## src/shared/standby_pkg.sv

```systemverilog
/*
  constants, types and register map of the halt standby controller.
  assumes a single 100 MHz clock and an AXI4-Lite register port.
*/
package standby_pkg;
  localparam logic [3:0] ctrl_offset = 4'h0;
  localparam logic [3:0] idle_run_offset = 4'h4;
  localparam logic [3:0] status_offset = 4'h8;

  localparam logic [1:0] halt_mode_reserved = 2'h0;
  localparam logic [1:0] halt_mode_stop = 2'h1;
  localparam logic [1:0] halt_mode_deep = 2'h2;
  localparam logic [1:0] halt_mode_light = 2'h3;

  localparam logic [1:0] warmup_2p8 = 2'h1;
  localparam logic [1:0] warmup_2p14 = 2'h2;
  localparam logic [1:0] warmup_2p16 = 2'h3;
  localparam int warmup_cycles_2p8 = 256;

  localparam logic [1:0] ctrl_halt_mode_reset = halt_mode_light;
  localparam logic [1:0] ctrl_warmup_reset = warmup_2p14;
  localparam int idle_run_width = 18;
  localparam logic [17:0] idle_run_reset = 18'h00000;
  localparam int idle_run_wdt_bit = 17;
  localparam int ext_int_count = 12;

  localparam logic [1:0] resp_okay = 2'h0;
  localparam logic [1:0] resp_slverr = 2'h2;

  typedef enum logic [2:0] {
    st_run = 3'b000,
    st_light_idle = 3'b001,
    st_deep_idle = 3'b010,
    st_stop = 3'b011,
    st_warmup = 3'b100
  } standby_state_type;
endpackage

```

## src/logic/halt_standby_controller.sv

```systemverilog
/*
  halt standby controller: three halt modes entered on the sleep instruction,
  release by interrupt, key wake-up or reset, oscillator warm-up after stop.
  assumes the cpu pulses sleep_exec for one cycle and that interrupt requests
  and priorities arrive as levels synchronous to mclk; mclk itself never stops.
*/
// Chosen here: the register addresses and register access over AXI4-Lite.
// Contract
// - sleep instruction enters mode by select field: 11 light, 10 deep, 01 stop.
// - light idle halts cpu; peripherals run only when their own enable set.
// - light idle holds i/o ports at their state at the sleep instruction.
// - deep idle stops system clock; only oscillator and clock timer run.
// - stop halts every internal circuit, oscillator included.
// - interrupt above priority mask releases halt and is serviced.
// - maskable interrupt below the mask does not release, except external 0-7; the code excepts only 0-7 on port pins, not 4-7 as timer inputs.
// - non-maskable interrupt releases and is serviced regardless of the mask.
// - masked external 0-7 request releases without service; its flag stays set. The code does so only for 0-7 on port pins, not 4-7 as timer inputs.
// - reset releases every halt; all settings return to reset values.
// - release by interrupt leaves all settings unchanged.
// - leaving stop by wake source restarts clock after programmed warm-up.
// - nmi, external 0-7 and key wake-ups from stop act after warm-up.
// - key wake-up releases any halt, no interrupt, resumes after sleep.
// - requests sampled during halt; restart is synchronous to the clock.
// - external 4-B as timer inputs release light idle only.
`timescale 1ns/100ps
`default_nettype none
module halt_standby_controller
  #(parameter int warmup_cycles_2p14 = 16384,
    parameter int warmup_cycles_2p16 = 65536) (
  input wire logic mclk,
  input wire logic rst_b,
  input wire logic [3:0] s_axi_awaddr,
  input wire logic s_axi_awvalid,
  output logic s_axi_awready,
  input wire logic [31:0] s_axi_wdata,
  input wire logic [3:0] s_axi_wstrb,
  input wire logic s_axi_wvalid,
  output logic s_axi_wready,
  output logic [1:0] s_axi_bresp,
  output logic s_axi_bvalid,
  input wire logic s_axi_bready,
  input wire logic [3:0] s_axi_araddr,
  input wire logic s_axi_arvalid,
  output logic s_axi_arready,
  output logic [31:0] s_axi_rdata,
  output logic [1:0] s_axi_rresp,
  output logic s_axi_rvalid,
  input wire logic s_axi_rready,
  input wire logic sleep_exec,
  input wire logic [2:0] cpu_priority_mask,
  input wire logic nmi_req,
  input wire logic key_wakeup_input,
  input wire logic watchdog_interrupt,
  input wire logic [2:0] watchdog_prio,
  input wire logic periph_int_req,
  input wire logic [2:0] periph_int_prio,
  input wire logic [11:0] ext_int_req,
  input wire logic [11:0][2:0] ext_int_prio,
  input wire logic [11:4] ext_int_timer_cfg,
  output logic cpu_halt,
  output logic sysclk_run,
  output logic osc_run,
  output logic clock_timer_run,
  output logic port_hold,
  output logic [17:0] periph_run,
  output logic wake_service,
  output logic wake_resume
);
  import standby_pkg::*;

  typedef struct packed {
    standby_state_type state;
    logic [1:0] halt_mode_select;
    logic [1:0] warmup_time_select;
    logic [17:0] idle_run;
    logic [16:0] warm_cnt;
    logic warm_service;
    logic last_service;
    logic last_resume;
    logic last_warm;
    logic svc_pulse;
    logic res_pulse;
    logic aw_held;
    logic [3:0] aw_addr;
    logic w_held;
    logic [31:0] w_data;
    logic [3:0] w_strb;
    logic bvalid;
    logic [1:0] bresp;
    logic rvalid;
    logic [31:0] rdata;
    logic [1:0] rresp;
  } ctl_type;

  ctl_type cur_reg;
  ctl_type cur_next;

  // priority zero makes a maskable source masked; mask seven masks all of them
  function automatic logic above_mask(input logic [2:0] prio, input logic [2:0] mask);
    above_mask = (prio != 3'h0) && (prio > mask);
  endfunction

  function automatic logic mapped(input logic [3:0] addr);
    mapped = (addr == ctrl_offset) || (addr == idle_run_offset) || (addr == status_offset);
  endfunction

  function automatic logic [16:0] warmup_count(input logic [1:0] sel);
    unique case (sel)
      warmup_2p16: warmup_count = 17'(warmup_cycles_2p16);
      warmup_2p14: warmup_count = 17'(warmup_cycles_2p14);
      default: warmup_count = 17'(warmup_cycles_2p8);
    endcase
  endfunction

  logic svc_req;
  logic res_req;
  logic light;

  // wake decode, sampled every cycle while halted
  always_comb begin
    logic port_cfg;
    logic enabled;
    port_cfg = 1'b1;
    enabled = 1'b0;
    light = (cur_reg.state == st_light_idle);
    svc_req = nmi_req;
    res_req = key_wakeup_input;
    if (light) begin
      svc_req = svc_req | (watchdog_interrupt & above_mask(watchdog_prio, cpu_priority_mask));
      svc_req = svc_req | (periph_int_req & above_mask(periph_int_prio, cpu_priority_mask));
    end
    for (int i = 0; i < ext_int_count; i++) begin
      port_cfg = (i < 4) ? 1'b1 : !ext_int_timer_cfg[i];
      enabled = above_mask(ext_int_prio[i], cpu_priority_mask);
      if (ext_int_req[i] && enabled) begin
        // timer inputs and 8-b only wake light idle
        if (light || (port_cfg && i < 8)) begin
          svc_req = 1'b1;
        end
      end
      // masked 0-7 on port pins resume without service
      if (ext_int_req[i] && !enabled && port_cfg && i < 8) begin
        res_req = 1'b1;
      end
    end
  end

  always_comb begin
    logic [31:0] wmask;
    cur_next = cur_reg;
    wmask = {{8{cur_reg.w_strb[3]}}, {8{cur_reg.w_strb[2]}},
             {8{cur_reg.w_strb[1]}}, {8{cur_reg.w_strb[0]}}};
    cur_next.svc_pulse = 1'b0;
    cur_next.res_pulse = 1'b0;

    unique case (cur_reg.state)
      st_run: begin
        if (sleep_exec) begin
          unique case (cur_reg.halt_mode_select)
            halt_mode_light: cur_next.state = st_light_idle;
            halt_mode_deep: cur_next.state = st_deep_idle;
            halt_mode_stop: cur_next.state = st_stop;
            halt_mode_reserved: cur_next.state = st_run;
          endcase
        end
      end
      st_light_idle, st_deep_idle: begin
        // settings untouched on interrupt release
        if (svc_req || res_req) begin
          cur_next.state = st_run;
          cur_next.svc_pulse = svc_req;
          cur_next.res_pulse = !svc_req;
          cur_next.last_service = svc_req;
          cur_next.last_resume = !svc_req;
          cur_next.last_warm = 1'b0;
        end
      end
      st_stop: begin
        if (svc_req || res_req) begin
          cur_next.state = st_warmup;
          cur_next.warm_service = svc_req;
          cur_next.warm_cnt = warmup_count(cur_reg.warmup_time_select);
        end
      end
      st_warmup: begin
        // clock held off until the count expires
        if (cur_reg.warm_cnt <= 17'h00001) begin
          cur_next.state = st_run;
          cur_next.svc_pulse = cur_reg.warm_service;
          cur_next.res_pulse = !cur_reg.warm_service;
          cur_next.last_service = cur_reg.warm_service;
          cur_next.last_resume = !cur_reg.warm_service;
          cur_next.last_warm = 1'b1;
        end else begin
          cur_next.warm_cnt = cur_reg.warm_cnt - 17'h00001;
        end
      end
      default: cur_next.state = st_run;
    endcase

    // write channel: address and data taken in either order
    if (s_axi_awvalid && !cur_reg.aw_held) begin
      cur_next.aw_held = 1'b1;
      cur_next.aw_addr = s_axi_awaddr;
    end
    if (s_axi_wvalid && !cur_reg.w_held) begin
      cur_next.w_held = 1'b1;
      cur_next.w_data = s_axi_wdata;
      cur_next.w_strb = s_axi_wstrb;
    end
    if (cur_reg.aw_held && cur_reg.w_held && !cur_reg.bvalid) begin
      cur_next.aw_held = 1'b0;
      cur_next.w_held = 1'b0;
      cur_next.bvalid = 1'b1;
      cur_next.bresp = mapped(cur_reg.aw_addr) ? resp_okay : resp_slverr;
      if (cur_reg.aw_addr == ctrl_offset) begin
        if (cur_reg.w_strb[0]) begin
          cur_next.halt_mode_select = cur_reg.w_data[1:0];
          cur_next.warmup_time_select = cur_reg.w_data[3:2];
        end
      end else if (cur_reg.aw_addr == idle_run_offset) begin
        cur_next.idle_run = (cur_reg.idle_run & ~wmask[17:0]) | (cur_reg.w_data[17:0] & wmask[17:0]);
      end
    end
    if (cur_reg.bvalid && s_axi_bready) begin
      cur_next.bvalid = 1'b0;
    end

    if (s_axi_arvalid && !cur_reg.rvalid) begin
      cur_next.rvalid = 1'b1;
      cur_next.rresp = mapped(s_axi_araddr) ? resp_okay : resp_slverr;
      unique case (s_axi_araddr)
        ctrl_offset: cur_next.rdata = {28'h0000000, cur_reg.warmup_time_select,
                                       cur_reg.halt_mode_select};
        idle_run_offset: cur_next.rdata = {14'h0000, cur_reg.idle_run};
        status_offset: cur_next.rdata = {25'h0000000, cur_reg.last_warm, cur_reg.last_resume,
                                         cur_reg.last_service, 1'b0, cur_reg.state};
        default: cur_next.rdata = 32'h00000000;
      endcase
    end else if (cur_reg.rvalid && s_axi_rready) begin
      cur_next.rvalid = 1'b0;
    end
  end

  always_ff @(posedge mclk) begin
    if (!rst_b) begin
      cur_reg <= '0;
      cur_reg.state <= st_run;
      cur_reg.halt_mode_select <= ctrl_halt_mode_reset;
      cur_reg.warmup_time_select <= ctrl_warmup_reset;
      cur_reg.idle_run <= idle_run_reset;
    end else begin
      cur_reg <= cur_next;
    end
  end

  assign s_axi_awready = !cur_reg.aw_held;
  assign s_axi_wready = !cur_reg.w_held;
  assign s_axi_bvalid = cur_reg.bvalid;
  assign s_axi_bresp = cur_reg.bresp;
  assign s_axi_arready = !cur_reg.rvalid;
  assign s_axi_rvalid = cur_reg.rvalid;
  assign s_axi_rdata = cur_reg.rdata;
  assign s_axi_rresp = cur_reg.rresp;

  assign cpu_halt = (cur_reg.state != st_run);
  // deep idle and stop gate the system clock
  assign sysclk_run = (cur_reg.state == st_run) || (cur_reg.state == st_light_idle);
  // oscillator restarts on wake so it can settle during warm-up
  assign osc_run = (cur_reg.state != st_stop);
  assign clock_timer_run = (cur_reg.state != st_stop) && (cur_reg.state != st_warmup);
  assign port_hold = (cur_reg.state == st_light_idle);
  assign periph_run = (cur_reg.state == st_run) ? {idle_run_width{1'b1}} :
                      (cur_reg.state == st_light_idle) ? cur_reg.idle_run :
                      {idle_run_width{1'b0}};
  assign wake_service = cur_reg.svc_pulse;
  assign wake_resume = cur_reg.res_pulse;
endmodule
`default_nettype wire

```

## config.mk

```make
export PLATFORM = sky130hd
export DESIGN_NAME = halt_standby_controller
export DESIGN_NICKNAME = d
export VERILOG_FILES = /design/src/shared/standby_pkg.sv /design/src/logic/halt_standby_controller.sv
export SDC_FILE = /design/constraint.sdc
export NUM_CORES = 1
export LEC_CHECK = 0
export BUFFER_PORTS_ARGS = -buffer_cell sky130_fd_sc_hd__buf_2
export CAP_MARGIN = 20
export CORE_ASPECT_RATIO = 0.9
export CORE_MARGIN = 1
export CORE_UTILIZATION = 55
export DETAILED_ROUTE_END_ITERATION = 6
export GPL_TIMING_DRIVEN = 0
export PLACE_DENSITY = 0.86
export SKIP_CTS_REPAIR_TIMING = 1
export SLEW_MARGIN = 20
export SYNTH_ARGS = -nofsm -noshare
export SYNTH_HDL_FRONTEND = slang
export SYNTH_SLANG_ARGS = --single-unit
```

## constraint.sdc

```tcl
create_clock -name mclk -period 7.25 [get_ports mclk]
set_input_delay 1.45 -clock mclk [delete_from_list [all_inputs] [get_ports mclk]]
set_output_delay 1.45 -clock mclk [all_outputs]
set_load 0.05 [all_outputs]
```

==> results of run 1 <==
==> worst max-delay path, delay by kind of cell <==
| kind | cells | cell delay [ps] |
|---|---|---|
| and+or+nand+nor | 4 | 1400 |
| buffers and inverters | 3 | 700 |
| AOI/OAI and AO/OA | 4 | 790 |
| adders and majority gates | 1 | 340 |
==> metrics by stage <==
stage               std cells  cell area [µm²]  utilization (%)  power, mW
global placement          998             6600             67.2      0.804
detailed placement        998             6600             67.2      0.810
CTS                      1014             6900             70.2       1.27
global route             1014             6900             70.2       1.32
finish                   1014             6900             70.2       1.27
floorplan                 722             5690                -      0.734
==> worst paths after layout <==
path / start / endpoint / cells past startpoint / slack (ps)
worst max-delay path: cpu_priority_mask[1] / wake_resume$_SDFF_PN0_ / 12 / 2790
worst min-delay path: cur_reg[51]$_SDFFE_PN0P_ / cur_reg[51]$_SDFFE_PN0P_ / 2 / 460
worst max register to register: cur_reg[88]$_SDFFE_PN0P_ / cur_reg[102]$_SDFFE_PN0P_ / 9 / 4390
worst min register to register: cur_reg[51]$_SDFFE_PN0P_ / cur_reg[51]$_SDFFE_PN0P_ / 2 / 460
==> cell usage after synthesis (4+ instances only) <==
master / instances / area [µm²]
a21o_1: 6 / 45.0
a21oi_1: 53 / 265
a22oi_1: 19 / 143
a31oi_1: 10 / 62.6
and2_1: 4 / 25.0
buf_4: 38 / 285
clkbuf_1: 22 / 82.6
dfxtp_1: 97 / 1940
ha_1: 46 / 576
inv_1: 35 / 131
mux2i_1: 29 / 290
nand2_1: 118 / 443
nand2b_1: 6 / 37.5
nand3_1: 21 / 105
nand3b_1: 5 / 37.5
nand4_1: 5 / 31.3
nor2_1: 67 / 251
nor2b_1: 10 / 62.6
nor3_1: 17 / 85.1
o21ai_0: 9 / 45.0
o311ai_0: 6 / 52.6
o31ai_1: 9 / 67.6
or3_1: 6 / 37.5
or4_1: 9 / 67.6
==> final cells by class <==
| class | instances | share of cell area (%) |
|---|---|---|
| multi-input cells | 523 | 46.7 |
| clock inverters | 7 | 1.03 |
| repair buffers | 150 | 10.9 |
| flip-flops and latches | 97 | 28.2 |
| plain buffers | 65 | 5.64 |
| inverters | 37 | 2.01 |
| well taps | 126 | 2.29 |
| clock buffers | 9 | 3.27 |
==> layer usage <==
layer / vias up / part of all wire (%)
li1: 2798 / -
met1: 2538 / 44
met2: 242 / 45
met3: 32 / 8.3
met4: 0 / 2.4
met5: - / 0
==> cell families after synthesis <==
kind of cell / count (synthesis) / share of synthesized area (%)
adder cells (fa/ha/maj): 46 / 10.2
buffers and inverters: 102 / 9.37
multiplexers: 31 / 5.55
AO/OA/AOI/OAI: 149 / 17.6
flip-flops: 97 / 34.5
AND/OR/NAND/NOR: 278 / 22.3
XOR/XNOR: 3 / 0.466
other: 1 / 0.0665
==> power breakdown <==
group          total (mW)  switching [mW]  internal (mW)  leakage [nW]
registers           0.555         0.00961          0.545         0.787
clock network       0.474           0.231          0.243         0.144
logic               0.246           0.160         0.0852          2.42
total                1.27           0.401          0.874          3.35
==> layout by cell type, fill, tap and decap left out, types with 9 or more instances in the layout <==
| master | count |
|---|---|
| nor2b_1 | 10 |
| buf_4 | 38 |
| dfxtp_1 | 97 |
| inv_1 | 35 |
| buf_2 | 152 |
| nand2_1 | 118 |
| clkbuf_1 | 22 |
| nor3_1 | 17 |
| or4_1 | 9 |
| clkbuf_16 | 9 |
| o31ai_1 | 9 |
| nand3_1 | 21 |
| o21ai_0 | 9 |
| nor2_1 | 67 |
| a31oi_1 | 10 |
| a21oi_1 | 53 |
| ha_1 | 46 |
| a22oi_1 | 19 |
| conb_1 | 16 |
| mux2i_1 | 29 |
==> flow_metrics.py, run 1 <==
metrics = {
    "synth": {
        "sequential_element_share_of_the_synthesized_area_pct": 34.5,
        "synth.distinct_cells": 55,
        "synth-edff-count": 0,
        "synth.ff_latch_count": 97,
        "ys_async_sr_fraction_pct": 0,
        "yosys_most_used_dff": "dfxtp_1",
        "synth_cells": 707,
        "yosys_warnings": 0,
        "postSynthAreaPerCell_um2": 7.97,
        "syn-cell-area_mm2": 0.00564,
    },
    "floorplanning": {
        "floorplan.rows": 34,
        "initial_core_utilization_pct": 57.4,
        "die_area_mm2": 0.0107,
        "die_w_um": 109,
        "coreArea_mm2": 0.00983,
        "pin_count": 187,
        "die_h_um": 98.0,
    },
    "timing": {
        "fin_hold_ws_ps": 459,
        "fin_worst_skew_ps": 11.0,
        "maximum_achievable_frequency_mhz": 224,
        "finalCriticalPeriod_ps": 4460,
        "finalHoldViolCount": 0,
        "postLayoutSetupSlackWorst_ps": 2790,
        "setup_tns_ps": 0,
        "slew_headroom_pct": 37.9,
        "layout_worst_path_cycle_share_pct": 61.5,
        "rsz0062_at_grt": "no",
        "drv_slew": 0,
        "timing.final.setup_violations": 0,
        "tightest_slew_ps": 925,
    },
    "placement": {
        "place.detailed.hpwl_um": 11200,
        "placer_s_final_routability_congestion_estimate": 0.888,
        "io_buffers": 150,
        "detailedPlace.worstSlack_ps": 2540,
    },
    "global_route": {
        "grt_max_degree": 20,
        "grt_use_met1_pct": 36.9,
        "globalRouteOverflowTotal": 0,
        "via_count_of_the_first_global_routing_pass": 5232,
        "grtUsageMet3_pct": 5.47,
        "grt_pass1_wl_um": 24000,
        "grt.busiest_layer": "met2",
        "grt_antenna_before_repair": 0,
        "groute.usage.overall_pct": 28.2,
        "gr-usage-met2_pct": 46.2,
    },
    "final_layout": {
        "syn2layout_area_growth_pct": 22.4,
        "finish.net_count": 1050,
        "num_antenna_cells": 0,
        "fillerInstances": 838,
        "final_layout_size_suffix_gt1_share_pct": 24.1,
        "multi_input_comb_area_mm2": 0.00322,
        "sequential_cell_area_mm2": 0.00194,
    },
    "power": {
        "power.density_mw_per_mm2": 185,
        "leakage_nw": 3.35,
        "worst_ir_drop_vdd_mv": 0.146,
    },
    "setup_path": {
        "worstPathArrival_ps": 4690,
        "path_cells": "buf_2 -> inv_1 -> ha_1 -> nor2b_1 -> o21a_1 -> o2111ai_1 -> o2111ai_1 -> or4_1 -> buf_2 -> nor3_1 -> o21ai_1 -> nor2b_1",
        "worstSetupEndpointType": "flip-flop",
        "crit_fanout": 14,
        "cpPeakStageDelay_ps": 680,
        "crit_path_top_delay_cell": "nor3_1",
        "critical_path_class": "in -> reg",
        "required_ps": 7480,
        "setup.worst_path.start_class": "primary input",
    },
    "detailed_routing": {
        "finalWirelength_um": 14800,
        "drt_drc_violations_left": 0,
        "drt-initial-drc-count": 399,
        "drt-vias-per-instance": 5.53,
        "drt-pass1-iter-count": 5,
        "route.vias.total": 5610,
        "avgRoutedWirePerCell_um": 14.6,
        "antenna_violating_nets_post_route": 0,
    },
    "clocking": {
        "numCtsBuffers": 9,
        "clk_transition_reported_paths_ps": 70,
        "h-tree-depth": 3,
        "cts_tree": "yes",
        "cts_root_buffer": "clkbuf_16",
        "cts_max_path_buffers": 2,
        "tritoncts_num_sinks": 97,
        "clk-insertion-delay-late_ps": 350,
    },
    "status": {
        "result_of_the_run": "completed",
    },
    "flow_run": {
        "drv.max_cap_violation_count": 0,
    },
    "hold_path": {
        "hp-class": "reg -> reg",
    },
}
(Power assumes the default switching activity.)
==> run 2: changes to the inputs <==
Settings changed: ABC_AREA set to 1, CORE_UTILIZATION 55 to 52, PLACE_DENSITY 0.86 to 0.81.
Clock period 7.25 ns to 4.6 ns, I/O delays scaled along.
==> run 2 against run 1 <==
  * Die area up 14%
  * Area after synthesis up 7.6%
  * Utilization down 5.2 points
  * Global-route usage down 2.4 points
  * First-iteration DRC count down 5.3%
  * Register-to-register slack worse by 1900 ps
  * Clock skew down 4.9 ps
  * Wire length about the same
  * Flip-flop and latch count unchanged
  * Highest routed layer unchanged
  * Cell area up 7.3%
  * Largest power group unchanged
  * Final cell count up 22%
==> flow_metrics.py, run 2 <==
metrics = {
    "clocking": {
        "numCtsBuffers": 9,
        "clk_transition_reported_paths_ps": 70,
        "cts_root_buffer": "clkbuf_16",
        "clk-insertion-delay-late_ps": 350,
        "h-tree-depth": 3,
        "cts_max_path_buffers": 2,
        "cts_tree": "yes",
        "tritoncts_num_sinks": 97,
    },
    "synth": {
        "sequential_element_share_of_the_synthesized_area_pct": 32.0,
        "synth_top_cell_by_area": "dfxtp_1",
        "synth.distinct_cells": 41,
        "postSynthAreaPerCell_um2": 6.73,
        "ys_async_sr_fraction_pct": 0,
        "yosys_most_used_dff": "dfxtp_1",
        "yosys_warnings": 0,
        "synth_top_cells_by_area": "dfxtp_1, nand2_1, ha_1",
        "synth_most_common_cell": "nand2_1",
        "synth_cells": 901,
        "synth_top_cell_area_share_pct": 32.0,
        "synth.ff_latch_count": 97,
        "syn-cell-area_mm2": 0.00606,
        "synth_commonest_cells": "nand2_1, nor2_1, inv_1, dfxtp_1, o21ai_0",
        "synth-edff-count": 0,
    },
    "timing": {
        "timing.final.setup_violations": 0,
        "fin_hold_ws_ps": 464,
        "rsz0062_at_grt": "no",
        "maximum_achievable_frequency_mhz": 333,
        "fin_worst_skew_ps": 6.08,
        "finalCriticalPeriod_ps": 3010,
        "tightest_slew_ps": 611,
        "finalHoldViolCount": 0,
        "drv_slew": 0,
        "setup_tns_ps": 0,
        "slew_headroom_pct": 58.9,
        "postLayoutSetupSlackWorst_ps": 1590,
        "layout_worst_path_cycle_share_pct": 65.3,
    },
    "final_layout": {
        "syn2layout_area_growth_pct": 22.1,
        "fillerInstances": 1096,
        "layout.cells.most_common": "nand2_1",
        "layout.cells.most_common_list": "nand2_1, buf_2, nor2_1",
        "final_layout_size_suffix_gt1_share_pct": 20.9,
        "finish.net_count": 1245,
        "num_antenna_cells": 0,
    },
    "setup_path": {
        "cpPeakStageDelay_ps": 410,
        "crit_fanout": 14,
        "cpMostUsedCell": "nor2_1",
        "path_cells": "buf_2 -> inv_1 -> ha_1 -> nand3_1 -> nand2_1 -> nor2_1 -> nor2_1 -> nor2_1 -> nand2_1 -> nor2_1 -> nand3_2 -> buf_2 -> nand3_1 -> a21oi_2",
        "critical_path_class": "in -> reg",
        "worst-r2r-cell-count": 9,
        "setup.worst_path.start_class": "primary input",
        "r2r-end": "wake_resume$_SDFF_PN0_",
        "crit_path_top_delay_cell": "inv_1",
        "worstPathArrival_ps": 3230,
        "cpLargestDelayFamily": "simple AND/OR/NAND/NOR gates",
        "worstSetupEndpointType": "flip-flop",
        "worst-path-buf-inv": 3,
        "required_ps": 4820,
        "r2r_slack_ps": 2480,
        "r2r_start": "cur_reg[125]$_SDFFE_PN0P_",
    },
    "detailed_routing": {
        "finalWirelength_um": 14800,
        "avgRoutedWirePerCell_um": 11.9,
        "drt-vias-per-instance": 4.96,
        "drt-initial-drc-count": 378,
        "antenna_violating_nets_post_route": 0,
        "drt-pass1-iter-count": 5,
        "route.vias.total": 6151,
        "drt_drc_violations_left": 0,
    },
    "power": {
        "power.density_mw_per_mm2": 340,
        "comb_power_share_pct": 30.8,
        "p_sw_share_pct": 36.2,
        "worst_ir_drop_vdd_mv": 0.243,
        "switching_power_uw": 912,
        "power.sequential.fraction_pct": 35.8,
        "p_clk_share_pct": 33.4,
        "leakage_nw": 3.80,
        "intPower_mw": 1.61,
    },
    "placement": {
        "detailedPlace.worstSlack_ps": 1220,
        "place.detailed.hpwl_um": 11500,
        "placer_s_final_routability_congestion_estimate": 0.917,
        "io_buffers": 151,
    },
    "floorplanning": {
        "coreArea_mm2": 0.0114,
        "die_w_um": 116,
        "pin_count": 187,
        "initial_core_utilization_pct": 53.2,
        "die_h_um": 104,
        "die_area_mm2": 0.0121,
        "floorplan.rows": 37,
    },
    "hold_path": {
        "hp-class": "reg -> reg",
        "holdPathEnd": "s_axi_rdata[6]$_SDFFE_PN0P_",
        "timing.hold.worst_path_depth": 2,
        "hold_path.startpoint": "s_axi_rdata[6]$_SDFFE_PN0P_",
    },
    "status": {
        "result_of_the_run": "completed",
    },
    "global_route": {
        "via_count_of_the_first_global_routing_pass": 5592,
        "groute.usage.overall_pct": 25.8,
        "globalRouteOverflowTotal": 0,
        "grt_antenna_before_repair": 0,
        "grt_max_degree": 18,
        "grt_pass1_wl_um": 25200,
    },
    "flow_run": {
        "drv.max_cap_violation_count": 0,
    },
}
run 2: logic make-up (layout without fill, tap and decap cells):
logic type               count (synthesis)  in the layout  share of synthesized area [%]
buffers and inverters                  169            336                           13.1
flip-flops                              97             97                           32.0
AND/OR/NAND/NOR                        394            394                           27.7
XOR/XNOR                                13             13                           1.88
other                                    1             16                         0.0618
adder cells (fa/ha/maj)                 46             46                           9.49
AO/OA/AOI/OAI                          181            181                           15.7
run 2: metrics by stage:
step,utilization [%],std cells,area [µm²],power [mW]
floorplan,-,916,6120,1.50
global placement,62.1,1223,7070,1.68
detailed placement,62.1,1223,7070,1.69
CTS,65.0,1239,7400,2.52
global route,65.0,1239,7400,2.64
finish,65.0,1239,7400,2.52
run 2: worst max-delay path by stage:
| stage | start | endpoint | slack [ps] | cells after the start |
|---|---|---|---|---|
| floorplan | cur_reg[125]$_SDFFE_PN0P_ | periph_run[11] | 1690 | 6 |
| global placement | cpu_priority_mask[2] | cur_reg[101]$_SDFFE_PN0P_ | 1240 | 14 |
| detailed placement | cpu_priority_mask[2] | cur_reg[101]$_SDFFE_PN0P_ | 1220 | 14 |
| CTS | cpu_priority_mask[2] | cur_reg[101]$_SDFFE_PN0P_ | 1590 | 14 |
| global route | cpu_priority_mask[1] | cur_reg[102]$_SDFFE_PN0P_ | 1280 | 15 |
| finish | cpu_priority_mask[2] | cur_reg[101]$_SDFFE_PN0P_ | 1590 | 14 |
run 2: area by class of cell:
cell class	instances	area [µm²]	share of cell area (%)
plain buffers	63	394	5.32
flip-flops and latches	97	1940	26.2
clock buffers	10	239	3.23
well taps	156	195	2.64
clock inverters	6	93.8	1.27
repair buffers	151	756	10.2
inverters	106	398	5.37
multi-input cells	650	3390	45.7
run 2: worst reg2reg max path: stages (launching register included):
cell and delay, ps:
dfxtp_1 350, nor2_1 140, inv_1 60, nor2_1 460, inv_1 280, nor2_1 190, inv_1 90, o22ai_1 250
nand2_1 120, inv_1 100
run 2: metal layers:
metal | GRT usage, % | up-vias | wire (µm)
li1 | - | 3215 | -
met1 | 32.6 | 2769 | 6730
met2 | 44.5 | 147 | 7170
met3 | 6.06 | 20 | 658
met4 | 4.95 | 0 | 204
met5 | 0 | - | 0
run 2: power groups by stage:
stage	registers (mW)	logic (mW)	clock network, mW
floorplan	0.926	0.571	0
finish	0.902	0.775	0.840
CTS	0.902	0.774	0.846
detailed placement	0.921	0.771	0
global route	0.907	0.854	0.883
global placement	0.920	0.760	0
